==> src/hdl/tfg_pkg.sv <==
// Constants shared by the transceiver configuration bank
package tfg_pkg;

  // ****************************************
  // Serial frame layout
  // ****************************************
  localparam int unsigned DATA_W    = 14;
  localparam int unsigned ADDR_W    = 4;
  localparam int unsigned FRAME_LEN = DATA_W + ADDR_W;
  localparam int unsigned CNT_W     = 5;

  // ****************************************
  // Register addresses
  // ****************************************
  localparam logic [3:0] ADDR_FILTER_PROG = 4'h7;
  localparam logic [3:0] ADDR_MODE_MON    = 4'h8;
  localparam logic [3:0] ADDR_GAIN_SRC    = 4'h9;
  localparam logic [3:0] ADDR_TX_GAIN     = 4'hc;
  localparam logic [3:0] ADDR_RX_BIAS     = 4'hf;

  // ****************************************
  // Reset values
  // ****************************************
  localparam logic [13:0] RST_FILTER_PROG = 14'h0000;
  localparam logic [13:0] RST_MODE_MON    = 14'h0000;
  localparam logic [13:0] RST_GAIN_SRC    = 14'h0000;
  localparam logic [13:0] RST_TX_GAIN     = 14'h0000;
  localparam logic [13:0] RST_RX_BIAS     = 14'h0000;

  // ****************************************
  // Field positions
  // ****************************************
  localparam int unsigned HP_CORNER_LSB   = 12;
  localparam int unsigned TX_FINE_LSB     = 3;
  localparam int unsigned TX_COARSE_LSB   = 0;
  localparam int unsigned MON_SEL_LSB     = 8;
  localparam int unsigned MON_GATE_BIT    = 10;
  localparam int unsigned GAIN_SRC_BIT    = 10;
  localparam int unsigned TX_GAIN_LSB     = 0;
  localparam int unsigned RX_CM_LSB       = 10;

  // ****************************************
  // Field encodings
  // ****************************************
  localparam logic [2:0] TX_FINE_MAX      = 3'h5;
  localparam logic [1:0] MON_SEL_SIGNAL_STRENGTH_MONITOR     = 2'h0;
  localparam logic [1:0] MON_SEL_TEMP     = 2'h1;
  localparam logic [1:0] MON_SEL_PDET     = 2'h2;
  localparam logic [5:0] GAIN_FINE_FLOOR  = 6'h30;
  localparam logic [5:0] GAIN_MAX_CODE    = 6'h3f;
  localparam logic [5:0] GAIN_COARSE_TOP  = 6'h2f;
  localparam logic [6:0] GAIN_COARSE_BASE = 7'h10;

  // Highpass corner presented to the analog side
  typedef enum logic [1:0] {
    TFG_HP_100HZ = 2'h0,
    TFG_HP_4KHZ  = 2'h1,
    TFG_HP_30KHZ = 2'h2,
    TFG_HP_600KHZ = 2'h3
  } tfg_hp_corner_t;

  // Operating mode, Gray coded along shutdown, receive, transmit
  typedef enum logic [1:0] {
    TFG_MODE_OFF = 2'b00,
    TFG_MODE_RX  = 2'b01,
    TFG_MODE_TX  = 2'b11
  } tfg_mode_t;

endpackage : tfg_pkg

==> src/hdl/tfg_serial_rx.sv <==
// Three-wire serial write receiver for the configuration bank
`timescale 1ns/1ps
`default_nettype none

module tfg_serial_rx
  import tfg_pkg::*;
(
  input  wire logic              core_clk_i,
  input  wire logic              sys_rst_i,
  input  wire logic              cs_n_i,
  input  wire logic              sclk_i,
  input  wire logic              din_i,
  output logic                   wr_valid_o,
  output logic [ADDR_W-1:0]      wr_addr_o,
  output logic [DATA_W-1:0]      wr_data_o
);

  logic [FRAME_LEN-1:0] shift_reg;
  logic [CNT_W-1:0]     bit_cnt_reg;
  logic                 sclk_prev_reg;
  logic                 cs_n_prev_reg;

  wire sclk_rise   = sclk_i & ~sclk_prev_reg;
  wire frame_end   = cs_n_i & ~cs_n_prev_reg;
  wire frame_whole = (bit_cnt_reg == CNT_W'(FRAME_LEN));
  wire cnt_full    = (bit_cnt_reg == {CNT_W{1'b1}});

  always_ff @(posedge core_clk_i) begin
    if (sys_rst_i) begin
      sclk_prev_reg <= 1'b0;
      cs_n_prev_reg <= 1'b1;
    end else begin
      sclk_prev_reg <= sclk_i;
      cs_n_prev_reg <= cs_n_i;
    end
  end

  // Bits are taken on rising serial clock while select is low
  always_ff @(posedge core_clk_i) begin
    if (sys_rst_i) begin
      shift_reg   <= '0;
      bit_cnt_reg <= '0;
    end else if (cs_n_i) begin
      bit_cnt_reg <= '0;
    end else if (sclk_rise) begin
      shift_reg   <= {shift_reg[FRAME_LEN-2:0], din_i};
      bit_cnt_reg <= cnt_full ? bit_cnt_reg : bit_cnt_reg + CNT_W'(1);
    end
  end

  // Frames of the wrong length are dropped, so a glitch cannot corrupt a field
  always_ff @(posedge core_clk_i) begin
    if (sys_rst_i) begin
      wr_valid_o <= 1'b0;
      wr_addr_o  <= '0;
      wr_data_o  <= '0;
    end else begin
      wr_valid_o <= frame_end & frame_whole;
      if (frame_end & frame_whole) begin
        wr_addr_o <= shift_reg[ADDR_W-1:0];
        wr_data_o <= shift_reg[FRAME_LEN-1:ADDR_W];
      end
    end
  end

endmodule : tfg_serial_rx

`default_nettype wire

==> src/hdl/tfg_config_top.sv <==
// Configuration register bank and decode for the transceiver receive and transmit chains
`timescale 1ns/1ps
`default_nettype none

module tfg_config_top
  import tfg_pkg::*;
#(
  parameter int unsigned SYNC_STAGES   = 2,
  parameter logic        MON_GATE_WHEN = 1'b0
)
(
  input  wire logic        core_clk_i,
  input  wire logic        sys_rst_i,
  input  wire logic        rx_highpass_select_i,
  input  wire logic        rx_tx_select_i,
  input  wire logic        shutdown_n_i,
  input  wire logic [5:0]  parallel_gain_pins_i,
  input  wire logic        serial_cs_n_i,
  input  wire logic        serial_clk_i,
  input  wire logic        serial_din_i,
  output logic [1:0]       rx_hp_corner_o,
  output logic [1:0]       rx_cm_level_o,
  output logic [1:0]       monitor_sel_o,
  output logic             monitor_enable_o,
  output logic             rx_enable_o,
  output logic             tx_enable_o,
  output logic [1:0]       tx_lpf_coarse_o,
  output logic [2:0]       tx_lpf_fine_o,
  output logic             tx_lpf_fine_valid_o,
  output logic             tx_gain_serial_o,
  output logic [5:0]       tx_gain_code_o,
  output logic [6:0]       tx_gain_atten_o
);

  // ****************************************
  // Elaboration checks
  // ****************************************
  if (SYNC_STAGES < 2) begin : g_bad_sync
    $error("SYNC_STAGES must be at least 2");
  end

  // ****************************************
  // Functions
  // ****************************************
  // Attenuation below maximum in half-dB units
  function automatic logic [6:0] gain_atten(input logic [5:0] code);
    logic [5:0] below;
    below = 6'h00;
    if (code >= GAIN_FINE_FLOOR) begin
      gain_atten = {1'b0, GAIN_MAX_CODE - code};
    end else begin
      below = GAIN_COARSE_TOP - code;
      gain_atten = {1'b0, GAIN_COARSE_BASE[5:0] + {below[5:1], 1'b0}};
    end
  endfunction : gain_atten

  function automatic tfg_hp_corner_t hp_corner(input logic pin, input logic [1:0] field);
    if (pin) begin
      hp_corner = TFG_HP_600KHZ;
    end else if (field[0]) begin
      hp_corner = TFG_HP_4KHZ;
    end else if (field[1]) begin
      hp_corner = TFG_HP_30KHZ;
    end else begin
      hp_corner = TFG_HP_100HZ;
    end
  endfunction : hp_corner

  // ****************************************
  // Pin synchronisers
  // ****************************************
  localparam int unsigned PW = 12;

  logic [PW-1:0] sync_chain_reg [SYNC_STAGES];
  wire  [PW-1:0] pins_raw = {serial_din_i, serial_clk_i, serial_cs_n_i, parallel_gain_pins_i,
                             shutdown_n_i, rx_tx_select_i, rx_highpass_select_i};
  wire  [PW-1:0] pins_s   = sync_chain_reg[SYNC_STAGES-1];

  always_ff @(posedge core_clk_i) begin
    if (sys_rst_i) begin
      for (int i = 0; i < SYNC_STAGES; i++) begin
        sync_chain_reg[i] <= 12'h200;
      end
    end else begin
      sync_chain_reg[0] <= pins_raw;
      for (int i = 1; i < SYNC_STAGES; i++) begin
        sync_chain_reg[i] <= sync_chain_reg[i-1];
      end
    end
  end

  wire       hp_pin_s    = pins_s[0];
  wire       rx_tx_select_pin_s  = pins_s[1];
  wire       shutdown_n_n_s    = pins_s[2];
  wire [5:0] par_gain_s  = pins_s[8:3];
  wire       cs_n_s      = pins_s[9];
  wire       sclk_s      = pins_s[10];
  wire       din_s       = pins_s[11];

  // ****************************************
  // Serial write port
  // ****************************************
  logic              wr_valid;
  logic [ADDR_W-1:0] wr_addr;
  logic [DATA_W-1:0] wr_data;

  tfg_serial_rx u_serial_rx (
    .core_clk_i (core_clk_i),
    .sys_rst_i  (sys_rst_i),
    .cs_n_i     (cs_n_s),
    .sclk_i     (sclk_s),
    .din_i      (din_s),
    .wr_valid_o (wr_valid),
    .wr_addr_o  (wr_addr),
    .wr_data_o  (wr_data)
  );

  // ****************************************
  // Register file
  // ****************************************
  logic [13:0] filter_programming_reg;
  logic [13:0] mode_and_monitor_config_reg;
  logic [13:0] tx_gain_source_config_reg;
  logic [13:0] tx_gain_setting_reg;
  logic [13:0] rx_output_bias_config_reg;

  // Writes to other addresses belong to registers outside this bank and are ignored
  wire wr_filter = wr_valid & (wr_addr == ADDR_FILTER_PROG);
  wire wr_mode   = wr_valid & (wr_addr == ADDR_MODE_MON);
  wire wr_src    = wr_valid & (wr_addr == ADDR_GAIN_SRC);
  wire wr_gain   = wr_valid & (wr_addr == ADDR_TX_GAIN);
  wire wr_bias   = wr_valid & (wr_addr == ADDR_RX_BIAS);

  always_ff @(posedge core_clk_i) begin
    if (sys_rst_i) begin
      filter_programming_reg      <= RST_FILTER_PROG;
      mode_and_monitor_config_reg <= RST_MODE_MON;
      tx_gain_source_config_reg   <= RST_GAIN_SRC;
      tx_gain_setting_reg         <= RST_TX_GAIN;
      rx_output_bias_config_reg   <= RST_RX_BIAS;
    end else begin
      if (wr_filter) filter_programming_reg      <= wr_data;
      if (wr_mode)   mode_and_monitor_config_reg <= wr_data;
      if (wr_src)    tx_gain_source_config_reg   <= wr_data;
      if (wr_gain)   tx_gain_setting_reg         <= wr_data;
      if (wr_bias)   rx_output_bias_config_reg   <= wr_data;
    end
  end

  // ****************************************
  // Field extraction
  // ****************************************
  wire [1:0] hp_field     = filter_programming_reg[HP_CORNER_LSB +: 2];
  wire [2:0] tx_fine_fld  = filter_programming_reg[TX_FINE_LSB +: 3];
  wire [1:0] tx_coarse_fld = mode_and_monitor_config_reg[TX_COARSE_LSB +: 2];
  wire [1:0] mon_sel_fld  = mode_and_monitor_config_reg[MON_SEL_LSB +: 2];
  wire       mon_gate_bit = mode_and_monitor_config_reg[MON_GATE_BIT];
  wire       gain_serial  = tx_gain_source_config_reg[GAIN_SRC_BIT];
  wire [5:0] ser_gain_fld = tx_gain_setting_reg[TX_GAIN_LSB +: 6];
  wire [1:0] rx_cm_fld    = rx_output_bias_config_reg[RX_CM_LSB +: 2];

  // ****************************************
  // Operating mode
  // ****************************************
  tfg_mode_t mode_next;

  always_comb begin
    case ({shutdown_n_n_s, rx_tx_select_pin_s})
      2'b11:   mode_next = TFG_MODE_TX;
      2'b10:   mode_next = TFG_MODE_RX;
      default: mode_next = TFG_MODE_OFF;
    endcase
  end

  // ****************************************
  // Monitor routing
  // ****************************************
  // Gating polarity is a parameter because its sense is not settled
  wire mon_gated   = (mon_gate_bit == MON_GATE_WHEN);
  wire mon_hp_ok   = ~mon_gated | hp_pin_s;
  wire mon_src_ok  = (mon_sel_fld == MON_SEL_SIGNAL_STRENGTH_MONITOR) ? (mode_next == TFG_MODE_RX) :
                     (mon_sel_fld == MON_SEL_TEMP) | (mon_sel_fld == MON_SEL_PDET);
  wire mon_en_next = mon_hp_ok & mon_src_ok;

  // ****************************************
  // Transmit gain and filter decode
  // ****************************************
  wire [5:0] gain_code_next = gain_serial ? ser_gain_fld : par_gain_s;
  wire       fine_ok_next   = (tx_fine_fld <= TX_FINE_MAX);

  // ****************************************
  // Registered outputs
  // ****************************************
  always_ff @(posedge core_clk_i) begin
    if (sys_rst_i) begin
      rx_hp_corner_o      <= TFG_HP_100HZ;
      rx_cm_level_o       <= 2'h0;
      monitor_sel_o       <= MON_SEL_SIGNAL_STRENGTH_MONITOR;
      monitor_enable_o    <= 1'b0;
      rx_enable_o         <= 1'b0;
      tx_enable_o         <= 1'b0;
      tx_lpf_coarse_o     <= 2'h0;
      tx_lpf_fine_o       <= 3'h0;
      tx_lpf_fine_valid_o <= 1'b0;
      tx_gain_serial_o    <= 1'b0;
      tx_gain_code_o      <= 6'h00;
      tx_gain_atten_o     <= 7'h00;
    end else begin
      rx_hp_corner_o      <= hp_corner(hp_pin_s, hp_field);
      rx_cm_level_o       <= rx_cm_fld;
      monitor_sel_o       <= mon_sel_fld;
      monitor_enable_o    <= mon_en_next;
      rx_enable_o         <= (mode_next == TFG_MODE_RX);
      tx_enable_o         <= (mode_next == TFG_MODE_TX);
      tx_lpf_coarse_o     <= tx_coarse_fld;
      tx_lpf_fine_o       <= tx_fine_fld;
      tx_lpf_fine_valid_o <= fine_ok_next;
      tx_gain_serial_o    <= gain_serial;
      tx_gain_code_o      <= gain_code_next;
      tx_gain_atten_o     <= gain_atten(gain_code_next);
    end
  end

endmodule : tfg_config_top

`default_nettype wire

==> config.mk <==
export PLATFORM = sky130hd
export DESIGN_NAME = tfg_config_top
export DESIGN_NICKNAME = d
export VERILOG_FILES = /design/src/hdl/tfg_pkg.sv /design/src/hdl/tfg_serial_rx.sv /design/src/hdl/tfg_config_top.sv
export SDC_FILE = /design/constraint.sdc
export NUM_CORES = 1
export LEC_CHECK = 0
export BUFFER_PORTS_ARGS = -buffer_cell sky130_fd_sc_hd__buf_4
export CAP_MARGIN = 20
export CELL_PAD_IN_SITES_DETAIL_PLACEMENT = 1
export CELL_PAD_IN_SITES_GLOBAL_PLACEMENT = 1
export CORE_ASPECT_RATIO = 1.75
export CORE_MARGIN = 5
export CORE_UTILIZATION = 45
export DETAILED_ROUTE_END_ITERATION = 16
export PLACE_DENSITY = 0.87
export SLEW_MARGIN = 20
export SYNTH_ARGS = -nofsm -noshare
export SYNTH_HDL_FRONTEND = slang
export SYNTH_SLANG_ARGS = --single-unit
==> constraint.sdc <==
create_clock -name core_clk_i -period 3.35 [get_ports core_clk_i]
set_input_delay 0.5025 -clock core_clk_i [delete_from_list [all_inputs] [get_ports core_clk_i]]
set_output_delay 0.5025 -clock core_clk_i [all_outputs]
set_load 0.01 [all_outputs]
=== Word level (Yosys, flattened, before mapping) ===
Memories as Yosys holds them, arrays and structs flattened.
Index checks and enable logic that the tools add are counted.

* Input port bits: 14
* Register bits after elaboration: 127
* RAM bits: 24
* Memories: 1
* Word-level logic and storage cells: 77

{| class="wikitable"
|+ Memories
! name !! depth !! width !! rd ports !! clocked after Yosys merged registers in !! wr ports !! RTL line !! text
|-
| sync_chain_reg || 2 || 12 || 2 || 0 || 2 || tfg_config_top.sv:74 || <nowiki>logic [PW-1:0] sync_chain_reg [SYNC_STAGES];</nowiki>
|}

* Magnitude comparators: 2
* Multiplexer cells: 12
* Bitwise operators: 17
* Reductions and logical operators: 4
* Equality and inequality tests: 13
* $add $sub $neg: 4

{| class="wikitable"
|+ Operators with widths
! cell !! count
|-
| $mux 12 || 2
|-
| $eq 4x4->1 const B || 4
|-
| $mux 6 || 2
|-
| $sub 6x6->6 const A || 2
|-
| $eq 5x5->1 const B || 2
|-
| $and 1x1->1 || 9
|-
| $eq 2x2->1 const B || 4
|-
| $add 5x6->6 const A || 1
|-
| $ge 6x6->1 const B || 1
|-
| $mux 2 || 3
|-
| $add 5x1->5 const B || 1
|-
| $eq 2x1->1 const B || 2
|-
| $eq 4x3->1 const B || 1
|-
| $mux 1 || 4
|-
| $not 1->1 || 4
|-
| $or 1x1->1 || 4
|-
| $pmux 2 s2 || 1
|-
| $reduce_and 2->1 || 2
|-
| $le 3x3->1 const B || 1
|-
| $logic_not 2->1 || 1
|-
| $reduce_or 2->1 || 1
|}

=== Depth between registers and ports, before layout ===
An unclocked memory read counts as a cell.

* Depth after elaboration: 6
* Mapped depth: 7
* Gate-level depth less buffers: 6

=== Hierarchy ===
Synthesis repeated with hierarchy kept, for this count alone.

* Cells, all modules: 399
* Area total of the unflattened synthesis: 4140.2 um^2

{| class="wikitable"
|+ Modules (own cells, without submodules)
! module !! times used !! sequential area each (um^2) !! area an instance (um^2) !! cells each
|-
| tfg_config_top || 1 || 1421.4 || 2317.2 || 208
|-
| tfg_serial_rx || 1 || 880.8 || 1823.0 || 191
|}

=== Least setup slack after synthesis ===
OpenSTA, ideal clock, no wires.

* Kind: flip-flop to flip-flop
* Start: register u_serial_rx.bit_cnt_reg[0]
* End: register u_serial_rx.bit_cnt_reg[3]
* Arrival: 1571 ps
* Stages on the path, launching flop included: 7
* Buffers on the path: 0
* Library setup time: 121 ps
* Setup slack: 1658 ps
* Period minus slack after synthesis: 1692 ps
* Cell sequence: dfxtp_1 > ha_1 > and3_1 > ha_1 > nor3b_4 > nand4_1 > mux2_2

* Longest elaborated chain between the ends: 3
* Elaborated cells between the ends (all ways): 4
* Those cells by class: add/sub (1); eq/ne (1); bitwise (1); reduce/logical (1)

{| class="wikitable"
|+ RTL lines
! what !! RTL line !! text
|-
| start, declared || tfg_serial_rx.sv:19 || <nowiki>logic [CNT_W-1:0] bit_cnt_reg;</nowiki>
|-
| start signal, assigned || tfg_serial_rx.sv:47 || <nowiki>bit_cnt_reg <= cnt_full ? bit_cnt_reg : bit_cnt_reg + CNT_W'(1);</nowiki>
|-
| parallel branches: the longest is 3 deep, another holds $add 5x1->5 || -- ||
|}

Several ways; the timed one is not identified.
A chain may end at the register's enable or synchronous reset.

=== Worst setup path after layout ===
Ends and elaborated chain as after synthesis.

==> flow_summary.json <==
{
  "ys_top_cells_by_area": "dfxtp_1, mux2i_1, nand2b_1, nor2b_1, nand2_1",
  "core_area_sq_um": 8670,
  "cp.required_ns": 3.65,
  "finalSetupViolations": 0,
  "synth-simple-area-share_pct": 23.2,
  "final_cell_mix": "dfxtp_1, nand2b_1, buf_4",
  "synth_compound_area_share_pct": 5.21,
  "async_flop_share_pct": 0,
  "synth_top_area_share_pct": 56.7,
  "pwr_density_cell_nw_per_um2": 700,
  "synth_top_family_by_area": "simple AND/OR/NAND/NOR gates",
  "nFillCells": 966,
  "drc_errors": 0,
  "fmax_mhz": 544,
  "cts-root-buf": "clkbuf_16",
  "fp.dieW_microns": 81.1,
  "syn_to_final_growth_pct": 25.5,
  "syn_avg_cell_area_sq_um": 10.4,
  "hold_buffers": 0,
  "cp-startpoint": "u_serial_rx.bit_cnt_reg[0]",
  "worstSetupPathType": "reg -> reg",
  "yosysSeqAreaShare_pct": 56.7,
  "drt_iter0_drc": 146,
  "finalCriticalPeriod_ns": 1.84,
  "power_leakage_nw": 1.95,
  "worst_pin_slew_ns": 0.763,
  "max_stage_delay_ns": 0.35,
  "antenna_found_initial": 0,
  "grt_util_all_layers_pct": 18.1,
  "synth.largest_area_cell": "dfxtp_1",
  "wl_per_cell_microns": 16.2,
  "synthAdderAreaFrac_pct": 1.26,
  "layout_commonest_cell": "dfxtp_1",
  "p_sw_mw": 0.645,
  "pre_cts_slack_ns": 1.46,
  "grt_pass1_wl_mm": 14.6,
  "synthMuxAreaShare_pct": 8.82,
  "synth_area_sq_um": 3990,
  "synth_flop_cell": "dfxtp_1",
  "cp-end-kind": "flop",
  "fin_crit_sh_pct": 54.8,
  "hold_violations": 0,
  "outcome": "finished, final reports clean",
  "rsz0062_at_grt": "no",
  "critPathTopFamily": "simple AND/OR/NAND/NOR gates",
  "min_from": "serial_cs_n_i",
  "synth-edff-count": 0,
  "fin_ws_ns": 1.51,
  "fp.dieArea_sq_um": 10900,
  "hold_path.class": "in -> reg",
  "fin_nets": 444,
  "crit_chain": "ha_1 -> and3_1 -> ha_1 -> nor3b_4 -> nand4_1 -> mux2_2",
  "worst-path-buf-inv": 0,
  "worstPathMaxFanout": 5,
  "vias": 2746,
  "p_int_mw": 2.86,
  "cap_violations": 0,
  "dr.pass1.iters": 4,
  "cpMaxStageDelayCell": "dfxtp_1",
  "first_global_vias": 2929,
  "synth_nets": 403,
  "grt_max_degree": 88,
  "seqPwrFrac_pct": 39.3,
  "clk_pin_slew_ns": 0.05,
  "routed_via_density": 4.94,
  "place_area_sq_um": 4320,
  "cts_setup_buffers": 0,
  "ctsHtreeMaxLevel": 4,
  "finalWirelength_mm": 9.01,
  "fin_skew_ns": 0.00694,
  "maxSlewViolCount": 0,
  "gr-total-overflow": 0,
  "clock_path_buffers": 2,
  "p_comb_share_pct": 2.2,
  "largest_reg_flops": 24,
  "final_core_util_pct": 57.7,
  "clock-sinks": 113,
  "io_buffers": 41,
  "r2r-start": "u_serial_rx.bit_cnt_reg[0]",
  "initial_core_util_pct": 46.0,
  "fin_tns_setup_ns": 0,
  "cp-start-kind": "flop",
  "synthDistinctLibCells": 40,
  "worstPathArrival_ns": 2.13,
  "yosys_register_bits": 113,
  "numCtsBuffers": 17,
  "p_sw_share_pct": 18.4,
  "yosys.area_share.xor_xnor_pct": 0.439,
  "cts_resized": 0,
  "ioPinCount": 43,
  "cpMostUsedCell": "ha_1",
  "slew_headroom_pct": 49.1,
  "ys_warn_count": 0,
  "ir_drop_mv": 0.455,
  "rows": 45,
  "power_frac_clock_pct": 58.5,
  "insertion_delay_ns": 0.41,
  "place_hpwl_mm": 5.29,
  "cts_tree": "done",
  "die_h_microns": 135,
  "antenna_left": 0,
  "antennaDiodeCount": 0,
  "fin_area_sq_um": 5000,
  "synthCells": 385,
  "drive_above_1_share_pct": 18.9,
  "globalplace.congestion": 0.696
}
## area by class of cell
type	count	area, sq um	area share [%]
repair buffers	43	323	6.45
flip-flops and latches	113	2260	45.2
clock inverters	10	204	4.08
clock buffers	22	474	9.48
inverters	10	37.5	0.751
multi-input cells	241	1550	31.1
well taps	117	146	2.93
## metrics by stage
stage	std cells	power, mW	hold WS (ns)
4_1_cts	556	3.53	0.265
2_1_floorplan	385	1.45	0.389
6_report	556	3.50	0.277
3_5_place_dp	524	1.48	0.401
5_1_grt	556	3.61	0.275
3_3_place_gp	524	1.48	0.394
## layer usage
layer | GRT usage, % | share of wire, %
met1 | 17.9 | 38
met2 | 34.3 | 57
met3 | 5.21 | 3.3
met4 | 7.05 | 1.5
met5 | 0 | 0
## synthesized netlist by cell type, drive strengths merged (2+ instances only)
cell type / count
ha: 4
nor2: 15
nand2: 40
nand2b: 46
nor3b: 5
a21oi: 21
nor2b: 35
clkbuf: 9
or2: 4
or2b: 3
dfxtp: 113
mux2i: 34
nand3: 2
xnor2: 2
o31ai: 2
o21ai: 12
buf: 12
o22ai: 2
a211oi: 2
inv: 10
## power groups by stage
stage                     clock network [mW]  registers (mW)  logic [mW]
after CTS                               2.07            1.38      0.0786
after detailed placement                   0            1.40      0.0779
after floorplan                            0            1.41      0.0449
after global placement                     0            1.40      0.0746
final                                   2.05            1.38      0.0774
after global routing                    2.14            1.38      0.0848
## cell families (layout without fill, tap and decap cells)
| kind of cell | Yosys count | after routing |
|---|---|---|
| mux | 35 | 35 |
| flops | 113 | 113 |
| buf+inv | 31 | 85 |
| simple gates | 160 | 160 |
| other cells | 1 | 1 |
| xor+xnor | 2 | 2 |
| compound gates | 39 | 39 |
| fa+ha+maj | 4 | 4 |
## worst paths after layout
check,endpoint,slack [ns],cells after the start
worst min-delay path,sync_chain_reg[0][9],0.28,2
worst min register to register,sync_chain_reg[0][21],0.42,1
worst max-delay path,u_serial_rx.bit_cnt_reg[3],1.51,6
worst max register to register,u_serial_rx.bit_cnt_reg[3],1.51,6
(Power assumes the default switching activity.)
